### config.mk
export PLATFORM = sky130hd
export DESIGN_NAME = rsl_remote_shutdown_logic
export DESIGN_NICKNAME = d
export VERILOG_FILES = /design/src/design/rsl_pkg.sv /design/src/design/rsl_rule_eval.sv /design/src/design/rsl_remote_shutdown_logic.sv
export SDC_FILE = /design/constraint.sdc
export NUM_CORES = 2
export LEC_CHECK = 0
export BUFFER_PORTS_ARGS = -buffer_cell sky130_fd_sc_hd__buf_4
export CORE_AREA = 3 3 446 448
export CTS_CLUSTER_SIZE = 20
export DETAILED_ROUTE_END_ITERATION = 8
export DIE_AREA = 0 0 449 451
export HOLD_SLACK_MARGIN = 0.05
export PLACE_DENSITY_LB_ADDON = 0.12
export SLEW_MARGIN = 30
export SYNTH_ARGS = -nofsm -noshare
export SYNTH_HDL_FRONTEND = slang
export SYNTH_SLANG_ARGS = --single-unit
### constraint.sdc
create_clock -name sys_clk -period 5.2 [get_ports sys_clk]
set_clock_uncertainty 0.15 [all_clocks]
set_input_delay 0.52 -clock sys_clk [delete_from_list [all_inputs] [get_ports sys_clk]]
set_output_delay 0.52 -clock sys_clk [all_outputs]
set_load 0.005 [all_outputs]
### src/design/rsl_pkg.sv
// shared constants for the remote shutdown relay logic
package rsl_pkg;
    localparam int RULES_DEF = 8;
    localparam int DATA_W = 32;
    localparam int ID_W = 8;
    localparam int CH_W = 4;
    localparam int PT_W = 16;
    localparam int LW = 16;
    // comparison operators
    localparam logic [1:0] OP_GT = 2'h0;
    localparam logic [1:0] OP_LT = 2'h1;
    localparam logic [1:0] OP_EQ = 2'h2;
    localparam logic [1:0] OP_OFF = 2'h3;
    // gateway address and event log map
    localparam logic [ID_W-1:0] GW_ADDR_DEF = 8'hf7;
    localparam logic [15:0] LOG_BASE = 16'h1b58;
    localparam int LOG_ENTRIES = 5;
    localparam int LOG_WORDS = 5;
    localparam logic [15:0] LOG_SPAN = 16'h0019;
    // pulse timebase
    localparam longint CLK_HZ = 200000000;
    localparam longint PULSE_UNIT_S = 1;
    localparam int SEC_CYCLES = int'(CLK_HZ * PULSE_UNIT_S);
endpackage

### src/design/rsl_rule_eval.sv
// one rule: energize / de-energize compare with hysteresis hold
`timescale 1ns/1ps
module rsl_rule_eval
    import rsl_pkg::*;
(
    input wire logic sys_clk,
    input wire logic rst_b,
    input wire logic clear,
    input wire logic valid,
    input wire logic [DATA_W-1:0] value,
    input wire logic [1:0] en_op,
    input wire logic [DATA_W-1:0] en_thr,
    input wire logic [1:0] de_op,
    input wire logic [DATA_W-1:0] de_thr,
    output logic result
);
    function automatic logic cmp(input logic [1:0] op, input logic [DATA_W-1:0] a, input logic [DATA_W-1:0] b);
        unique case (op)
            OP_GT: cmp = a > b;
            OP_LT: cmp = a < b;
            OP_EQ: cmp = a == b;
            default: cmp = 1'b0;
        endcase
    endfunction

    wire logic en_hit = cmp(en_op, value, en_thr);  // see [RULE_11]
    wire logic de_hit = cmp(de_op, value, de_thr);  // see [RULE_11]

    // de-energize wins when both thresholds match; neither holds
    always_ff @(posedge sys_clk or negedge rst_b) begin
        if (!rst_b) begin
            result <= 1'b0;  // see [RULE_10]
        end else if (clear) begin
            result <= 1'b0;
        end else if (valid && de_hit) begin
            result <= 1'b0;  // see [RULE_11]
        end else if (valid && en_hit) begin
            result <= 1'b1;
        end  // see [RULE_14]
    end

    property p_hold;
        @(posedge sys_clk) disable iff (!rst_b)
        !clear && !(valid && (en_hit || de_hit)) |=> $stable(result);
    endproperty
    a_hold: assert property (p_hold) else $error("rule result changed without a match");  // see [RULE_14]

    property p_de;
        @(posedge sys_clk) disable iff (!rst_b)
        valid && de_hit |=> !result;
    endproperty
    a_de: assert property (p_de) else $error("de-energize match did not clear result");  // see [RULE_11]
endmodule

### src/design/rsl_remote_shutdown_logic.sv
// remote shutdown relay decision logic with event log
//
// Summary of operation
// [RULE_01] same destination: AND energize, any de-energize wins
// [RULE_02] five recent shutdowns readable at 7000-7024
// [RULE_03] readable log cleared by every reset
// [RULE_04] every shutdown also sent to internal log
// [RULE_05] failsafe: missing data de-energizes relay
// [RULE_06] no failsafe: missing nodes are ignored
// [RULE_07] latch: rules may only de-energize
// [RULE_08] latch: client coil write re-energizes relay
// [RULE_09] latch: storing settings forces relays off
// [RULE_10] de-energized is the safe default state
// [RULE_11] energize and de-energize thresholds give hysteresis
// [RULE_12] pulse mode pulses relay on run or shutdown
// [RULE_13] gateway address selects local digital outputs
// [RULE_14] no threshold met holds previous rule result
`timescale 1ns/1ps
module rsl_remote_shutdown_logic
    import rsl_pkg::*;
#(
    parameter int NUM_RULES = RULES_DEF,
    parameter int NUM_LOCAL = 2,
    parameter int TICKS_PER_SEC = SEC_CYCLES
)(
    input wire logic sys_clk,
    input wire logic rst_b,
    input wire logic failsafe_en,
    input wire logic hold_off_until_client_write,
    input wire logic settings_store,
    input wire logic [ID_W-1:0] gateway_addr,
    input wire logic [NUM_RULES-1:0] rule_en,
    input wire logic [NUM_RULES-1:0] src_valid,
    input wire logic [DATA_W-1:0] src_value [NUM_RULES],
    input wire logic [1:0] en_op [NUM_RULES],
    input wire logic [DATA_W-1:0] en_thr [NUM_RULES],
    input wire logic [1:0] de_op [NUM_RULES],
    input wire logic [DATA_W-1:0] de_thr [NUM_RULES],
    input wire logic [ID_W-1:0] dest_id [NUM_RULES],
    input wire logic [CH_W-1:0] dest_ch [NUM_RULES],
    input wire logic [NUM_RULES-1:0] pulse_mode,
    input wire logic [NUM_RULES-1:0] pulse_on_run,
    input wire logic [PT_W-1:0] pulse_time [NUM_RULES],
    input wire logic coil_wr,
    input wire logic [ID_W-1:0] coil_id,
    input wire logic [CH_W-1:0] coil_ch,
    input wire logic coil_val,
    input wire logic log_rd_en,
    input wire logic [15:0] log_rd_addr,
    output logic [NUM_RULES-1:0] dest_relay,
    output logic [NUM_LOCAL-1:0] local_dout,
    output logic log_rd_valid,
    output logic [LW-1:0] log_rd_data,
    output logic evt_strobe,
    output logic [7:0] evt_rule,
    output logic [ID_W-1:0] evt_dest_id,
    output logic [CH_W-1:0] evt_dest_ch
);
    localparam int RI_W = $clog2(NUM_RULES);
    localparam int TK_W = $clog2(TICKS_PER_SEC + 1);

    ////////////////////////////////////////////////////////////////////////
    // rule evaluation
    logic [NUM_RULES-1:0] res;
    logic [NUM_RULES-1:0] ok;
    logic [NUM_RULES-1:0] target;
    logic [NUM_RULES-1:0] leader;
    logic [NUM_RULES-1:0] coil_hit;
    logic [NUM_RULES-1:0] relay_on;
    logic [NUM_RULES-1:0] fire;
    logic [NUM_RULES-1:0] fire_go;
    logic [NUM_RULES-1:0] relay_nx;
    logic [NUM_RULES-1:0] pulse_act;
    logic [PT_W-1:0] pulse_cnt [NUM_RULES];
    logic [NUM_RULES-1:0] evt_pend;
    logic latch_store;

    assign latch_store = hold_off_until_client_write && settings_store;

    // latch: rules only switch off, a client write re-arms, a latched store forces all off
    assign relay_nx = latch_store ? '0 :  // see [RULE_09]
                      hold_off_until_client_write ? (target & (relay_on | coil_hit)) :  // see [RULE_07] see [RULE_08]
                      target;  // see [RULE_01]

    genvar g;
    generate
        for (g = 0; g < NUM_RULES; g++) begin : gen_rule
            rsl_rule_eval u_eval (
                .sys_clk(sys_clk),
                .rst_b(rst_b),
                .clear(settings_store),
                .valid(src_valid[g]),
                .value(src_value[g]),
                .en_op(en_op[g]),
                .en_thr(en_thr[g]),
                .de_op(de_op[g]),
                .de_thr(de_thr[g]),
                .result(res[g])
            );
            // invalid data counts as de-energize only under failsafe
            assign ok[g] = src_valid[g] ? res[g] : !failsafe_en;  // see [RULE_05] see [RULE_06]
            assign coil_hit[g] = coil_wr && coil_val && coil_id == dest_id[g] && coil_ch == dest_ch[g];
            assign fire[g] = pulse_on_run[g] ? (relay_nx[g] && !relay_on[g]) : (!relay_nx[g] && relay_on[g]);
            assign fire_go[g] = fire[g] && pulse_time[g] != '0;
        end
    endgenerate

    // group AND over rules sharing destination id and channel
    always_comb begin
        for (int i = 0; i < NUM_RULES; i++) begin
            logic any_valid;
            logic all_ok;
            any_valid = 1'b0;
            all_ok = 1'b1;
            leader[i] = 1'b1;
            for (int j = 0; j < NUM_RULES; j++) begin
                if (rule_en[j] && dest_id[j] == dest_id[i] && dest_ch[j] == dest_ch[i]) begin
                    all_ok = all_ok && ok[j];  // see [RULE_01]
                    any_valid = any_valid || src_valid[j];
                    if (j < i) begin
                        leader[i] = 1'b0;
                    end
                end
            end
            // a group with no live node stays safe
            target[i] = rule_en[i] && all_ok && any_valid;  // see [RULE_10]
        end
    end

    ////////////////////////////////////////////////////////////////////////
    // relay state, latch and pulse
    logic [TK_W-1:0] tick_cnt;
    logic sec_tick;
    logic [31:0] sec_count;

    always_ff @(posedge sys_clk or negedge rst_b) begin
        if (!rst_b) begin
            tick_cnt <= '0;
            sec_tick <= 1'b0;
            sec_count <= '0;
        end else begin
            sec_tick <= tick_cnt == TK_W'(TICKS_PER_SEC - 1);
            tick_cnt <= (tick_cnt == TK_W'(TICKS_PER_SEC - 1)) ? '0 : tick_cnt + 1'b1;
            if (sec_tick) begin
                sec_count <= sec_count + 1'b1;
            end
        end
    end

    always_ff @(posedge sys_clk or negedge rst_b) begin
        if (!rst_b) begin
            relay_on <= '0;  // see [RULE_10]
        end else begin
            relay_on <= relay_nx;
        end
    end

    always_ff @(posedge sys_clk or negedge rst_b) begin
        if (!rst_b) begin
            pulse_act <= '0;
            for (int i = 0; i < NUM_RULES; i++) begin
                pulse_cnt[i] <= '0;
            end
        end else begin
            for (int i = 0; i < NUM_RULES; i++) begin
                if (fire_go[i]) begin
                    pulse_act[i] <= 1'b1;  // see [RULE_12]
                    pulse_cnt[i] <= pulse_time[i];
                end else if (pulse_act[i] && sec_tick) begin
                    pulse_cnt[i] <= pulse_cnt[i] - 1'b1;
                    pulse_act[i] <= pulse_cnt[i] != PT_W'(1);
                end
            end
        end
    end

    logic [NUM_RULES-1:0] next_dest_relay;
    logic [NUM_LOCAL-1:0] next_local_dout;
    assign next_dest_relay = (pulse_mode & (pulse_act | fire_go)) | (~pulse_mode & relay_on);

    always_comb begin
        next_local_dout = '0;
        for (int c = 0; c < NUM_LOCAL; c++) begin
            for (int i = 0; i < NUM_RULES; i++) begin
                if (rule_en[i] && dest_id[i] == gateway_addr && dest_ch[i] == CH_W'(c)) begin
                    next_local_dout[c] = next_local_dout[c] | next_dest_relay[i];  // see [RULE_13]
                end
            end
        end
    end

    always_ff @(posedge sys_clk or negedge rst_b) begin
        if (!rst_b) begin
            dest_relay <= '0;
            local_dout <= '0;
        end else begin
            dest_relay <= next_dest_relay;
            local_dout <= next_local_dout;
        end
    end

    ////////////////////////////////////////////////////////////////////////
    // shutdown events and readable log
    logic [NUM_RULES-1:0] shut;
    logic [NUM_RULES-1:0] pick;
    logic [RI_W-1:0] pick_idx;
    logic [LW-1:0] log_mem [LOG_ENTRIES][LOG_WORDS];
    logic [2:0] wr_ptr;
    logic [LW-1:0] seq;
    wire logic [15:0] rd_off = log_rd_addr - LOG_BASE;
    wire logic rd_in = log_rd_addr >= LOG_BASE && rd_off < LOG_SPAN;
    wire logic [2:0] rd_ent = 3'(rd_off / 16'(LOG_WORDS));
    wire logic [2:0] rd_word = 3'(rd_off % 16'(LOG_WORDS));

    assign shut = relay_on & ~relay_nx & leader;

    always_comb begin
        pick = '0;
        pick_idx = '0;
        for (int i = NUM_RULES - 1; i >= 0; i--) begin
            if (evt_pend[i]) begin
                pick = '0;
                pick[i] = 1'b1;
                pick_idx = RI_W'(i);
            end
        end
    end

    always_ff @(posedge sys_clk or negedge rst_b) begin
        if (!rst_b) begin
            evt_pend <= '0;
            evt_strobe <= 1'b0;
            evt_rule <= '0;
            evt_dest_id <= '0;
            evt_dest_ch <= '0;
            wr_ptr <= '0;
            seq <= '0;
            for (int e = 0; e < LOG_ENTRIES; e++) begin
                for (int w = 0; w < LOG_WORDS; w++) begin
                    log_mem[e][w] <= '0;  // see [RULE_03]
                end
            end
        end else begin
            evt_pend <= (evt_pend & ~pick) | shut;
            evt_strobe <= |evt_pend;  // see [RULE_04]
            if (|evt_pend) begin
                evt_rule <= 8'(pick_idx);
                evt_dest_id <= dest_id[pick_idx];
                evt_dest_ch <= dest_ch[pick_idx];
                log_mem[wr_ptr][0] <= seq + 1'b1;  // see [RULE_02]
                log_mem[wr_ptr][1] <= LW'({dest_id[pick_idx], dest_ch[pick_idx]});
                log_mem[wr_ptr][2] <= LW'(pick_idx);
                log_mem[wr_ptr][3] <= sec_count[31:16];
                log_mem[wr_ptr][4] <= sec_count[15:0];
                seq <= seq + 1'b1;
                wr_ptr <= (wr_ptr == 3'(LOG_ENTRIES - 1)) ? '0 : wr_ptr + 1'b1;
            end
        end
    end

    always_ff @(posedge sys_clk or negedge rst_b) begin
        if (!rst_b) begin
            log_rd_valid <= 1'b0;
            log_rd_data <= '0;
        end else begin
            log_rd_valid <= log_rd_en;
            log_rd_data <= (log_rd_en && rd_in) ? log_mem[rd_ent][rd_word] : '0;  // see [RULE_02]
        end
    end

    ////////////////////////////////////////////////////////////////////////
    // checks
    property p_group_off;
        @(posedge sys_clk) disable iff (!rst_b)
        !target[0] |=> !relay_on[0] ##1 (pulse_mode[0] || !dest_relay[0]);
    endproperty
    a_group_off: assert property (p_group_off) else $error("relay on while group not satisfied");  // see [RULE_01]

    property p_failsafe;
        @(posedge sys_clk) disable iff (!rst_b)
        failsafe_en && rule_en[0] && !src_valid[0] |-> !target[0];
    endproperty
    a_failsafe: assert property (p_failsafe) else $error("failsafe missed invalid data");  // see [RULE_05]

    property p_ignore;
        @(posedge sys_clk) disable iff (!rst_b)
        !failsafe_en && rule_en == NUM_RULES'(3) && !src_valid[0] && src_valid[1] && res[1]
        && dest_id[0] == dest_id[1] && dest_ch[0] == dest_ch[1] |-> target[0];
    endproperty
    a_ignore: assert property (p_ignore) else $error("missing node not ignored");  // see [RULE_06]

    property p_latch;
        @(posedge sys_clk) disable iff (!rst_b)
        hold_off_until_client_write && !relay_on[0] && !coil_hit[0] |=> !relay_on[0];
    endproperty
    a_latch: assert property (p_latch) else $error("relay re-energized without client write");  // see [RULE_07]

    property p_store;
        @(posedge sys_clk) disable iff (!rst_b)
        latch_store |=> relay_on == '0;
    endproperty
    a_store: assert property (p_store) else $error("store did not force relays off");  // see [RULE_09]

    property p_log_zero;
        @(posedge sys_clk) disable iff (!rst_b)
        log_rd_en && !rd_in |=> log_rd_valid && log_rd_data == '0;
    endproperty
    a_log_zero: assert property (p_log_zero) else $error("unmapped log read not zero");  // see [RULE_02]

    property p_evt;
        @(posedge sys_clk) disable iff (!rst_b)
        shut[0] |=> ##[0:16] evt_strobe;
    endproperty
    a_evt: assert property (p_evt) else $error("shutdown event never reported");  // see [RULE_04]

    property p_pulse;
        @(posedge sys_clk) disable iff (!rst_b)
        |(pulse_mode & fire_go) |=> ##1 (dest_relay & $past(pulse_mode & fire_go, 2)) == $past(pulse_mode & fire_go, 2);
    endproperty
    a_pulse: assert property (p_pulse) else $error("pulse not started");  // see [RULE_12]
endmodule

==> flow_metrics.env <==
export IMPL_async_reset_ff_share_pct=100.0
export IMPL_syn_instance_count=6148
export IMPL_maxCapViolations=0
export IMPL_drv_slew=0
export IMPL_avgViaCountPerCell=5.052
export IMPL_ys_seq_area_share_pct=29.05
export IMPL_dp_cells=9837
export IMPL_setup_tns_ns=-28.44
export IMPL_synth_main_ff_cell="dfrtp_1"
export IMPL_crit_type="in2reg"
export IMPL_die_x_um=449
export IMPL_setup_viol=16
export IMPL_fin_ws_ns=-1.818
export IMPL_num_rows=162
export IMPL_drc_errors=0
export IMPL_cp_end_kind="register"
export IMPL_dieArea_um2=202500
export IMPL_first_pass_iters=8
export IMPL_grt_start_max_net_pins=120
export IMPL_detail_route_iter0_violations=4300
export IMPL_arrival_ns=7.44
export IMPL_clk_latency_ns=0.68
export IMPL_p_seq_share_pct=29.7
export IMPL_crit_slowest_cell="or3_1"
export IMPL_nets=9121
export IMPL_mostFrequentLayoutCell="buf_4"
export IMPL_failed_checks="negative setup slack"
export IMPL_yosysWarnings=0
export IMPL_antenna_found_initial=221
export IMPL_peakVddDrop_uv=229.0
export IMPL_tritoncts="done"
export IMPL_worstMarginPinSlew_ns=1.046
export IMPL_relSlewSlack_pct=29.65
export IMPL_portBuffers=1142
export IMPL_synth_cell_types=118
export IMPL_startpoint_type="primary input"
export IMPL_vias=51900
export IMPL_p_clk_share_pct=26.6
export IMPL_avgSynthCellArea_um2=8.379
export IMPL_grt_pass1_wl_um=420100
export IMPL_required_ns=5.63
export IMPL_ys_ff_latch=598
export IMPL_hpwl_um=260900
export IMPL_final_cells=10274
export IMPL_cp_slowest_stage_delay_ns=0.37
export IMPL_hold_viol=0
export IMPL_total_power_mw=20.57
export IMPL_grt_ovfl_total=0
export IMPL_clockRootBuffer="clkbuf_16"
export IMPL_cts_max_level=3
export IMPL_swShare_pct=37.58
export IMPL_finalWeightedCongestion=1.010
export IMPL_first_global_vias=51640
export IMPL_drive_gt1_share_pct=24.15
export IMPL_synth_edf_count=0
export IMPL_cts_buffers_inserted=77
export IMPL_grt_total_usage_pct=29.53
export IMPL_cts_buffer_depth=3
export IMPL_rsz0062_at_grt="true"
export IMPL_status="complete, but fails checks"
export IMPL_drt_antenna_violating_nets=0
export IMPL_intPower_mw=12.84
export IMPL_wl_per_cell_um=30.20
export IMPL_area_growth_pct=34.98
export IMPL_max_freq_ghz=0.1425
export IMPL_switching_power_mw=7.732
export IMPL_fin_crit_sh_pct=135.0
export IMPL_place_ws_ns=-2.993
export IMPL_syn_area_um2=51520
export IMPL_crit_fanout=6
export IMPL_hold_class="in2reg"
export IMPL_coreArea_um2=195000
export IMPL_final_cell_mix="buf_4, nand2_1, dfrtp_1, inv_1, ha_1"
export IMPL_initial_utilization_pct=26.42
export IMPL_io_pin_count=1148
export IMPL_period_minus_slack_ns=7.018
export IMPL_cts_reportedPaths_clkPinSlew_ns=0.06
export IMPL_p_comb_share_pct=43.7
export IMPL_power_density_nw_per_um2=295.9
export IMPL_cts_sinks=598
export IMPL_drt_wl_total_um=310300
export IMPL_die_h_um=451
export IMPL_p_leak_nw=32.77
[metal layers]
layer / up-vias / wire (um) / GRT usage [%] / share of wire (%)
met5: - / 352 / 0 / 0.11
met4: 50 / 20100 / 16.58 / 6.5
met3: 582 / 22190 / 7.231 / 7.2
met2: 1943 / 145800 / 49.00 / 47
met1: 25304 / 121900 / 34.88 / 39
li1: 24021 / - / - / -
[sequential cells by signal (all words and copies together), names as in the netlist]
signal	cells
sec_tick	1
evt_dest_ch	4
gen_rule.u_eval.result	8
evt_dest_id	8
dest_relay	8
seq	16
pulse_act	8
tick_cnt	28
log_rd_data	16
evt_rule	3
relay_on	8
sec_count	32
log_mem	315
evt_pend	8
pulse_cnt	128
local_dout	2
wr_ptr	3
evt_strobe	1
log_rd_valid	1
[power by group through the flow]
stage	clock [mW]	combinational (mW)	sequential [mW]
finish	5.48	8.99	6.11
global route	5.83	9.75	6.22
CTS	5.66	8.79	6.11
detailed placement	0	8.18	6.18
global placement	0	8.07	6.20
floorplan	0	4.96	5.95
[path summary, 6_finish.rpt]
path	depth (start not counted)	slack, ns	from	endpoint
worst min-delay path	4	0.13	rule_en[0]	evt_pend[6]
worst min register to register	1	0.31	tick_cnt[0]	tick_cnt[0]
worst max-delay path	39	-1.82	log_rd_addr[3]	log_rd_data[5]
worst max register to register	15	1.23	relay_on[6]	local_dout[0]
min in group asynchronous	2	0.40	rst_b	log_rd_valid
max in group asynchronous	3	3.20	rst_b	pulse_cnt[81]
[kinds of logic (layout without fill, tap and decap cells)]
kind of cell	count (synthesis)	in the layout	synth area share, %
simple gates	2093	2093	19.87
flops	598	598	29.05
other cells	1	115	0.007279
xor+xnor	723	723	12.31
buf+inv	888	2276	6.750
compound gates	1079	1079	13.05
fa+ha+maj	538	538	13.07
mux	228	228	5.899
[cells in the mapped netlist, types with 21 or more instances]
library cell	n	share of area, %
clkbuf_1	231	1.7
dfrtp_1	598	29
mux2i_1	104	2.0
nor2_1	371	2.7
nand2b_1	108	1.3
nand3_1	113	1.1
nor3_1	91	0.88
a221oi_1	21	0.36
xor2_1	206	3.5
xnor2_1	516	8.8
a22oi_1	26	0.38
nand4_1	222	2.7
o22ai_1	21	0.26
o21ai_0	324	3.1
ha_1	538	13
a21oi_1	374	3.6
a31oi_1	25	0.30
buf_1	49	0.36
a21o_1	59	0.86
nor4_1	119	1.4
nand2_1	768	5.6
and3_1	34	0.41
mux4_2	52	2.3
mux2_2	66	1.4
inv_1	561	4.1
and2_1	29	0.35
nor2b_1	124	1.5
[final cells by class]
| type | instances | area, um2 |
|---|---|---|
| antenna | 110 | 275.3 |
| tap | 2624 | 3283 |
| clock inverter | 32 | 361.6 |
| fill | 20622 | 125500 |
| timing repair buffer | 1576 | 12530 |
| clock buffer | 104 | 2170 |
| multi-input combinational | 4666 | 33830 |
| sequential | 598 | 14970 |
| inverter | 564 | 2120 |
[worst max-delay path, delay by kind of cell]
kind	cells	cell delay, ns
AOI/OAI and AO/OA	14	2.72
adders and majority gates	3	0.47
buffers and inverters	7	0.83
muxes	3	0.98
and+or+nand+nor	12	1.92
[per-stage QoR]
step	hold slack (ns)	cell area (um2)	utilization [%]
2_1_floorplan	0.07441	51730	-
3_3_place_gp	0.2923	64280	32.97
3_5_place_dp	0.3006	64310	32.98
4_1_cts	0.06209	68930	35.35
5_1_grt	0.1048	69440	35.61
6_report	0.1308	69540	35.66
[what timing repair did]
item | 4_1_cts | 5_1_grt
pin swaps | 55 | 48
resized for setup | 65 | 45
setup buffers | 25 | 11
endpoints found under the hold margin | 221 | 0
endpoints found under the setup margin | 16 | 16
hold buffers | 155 | 0
No activity file was read; power rests on OpenSTA's default activity.
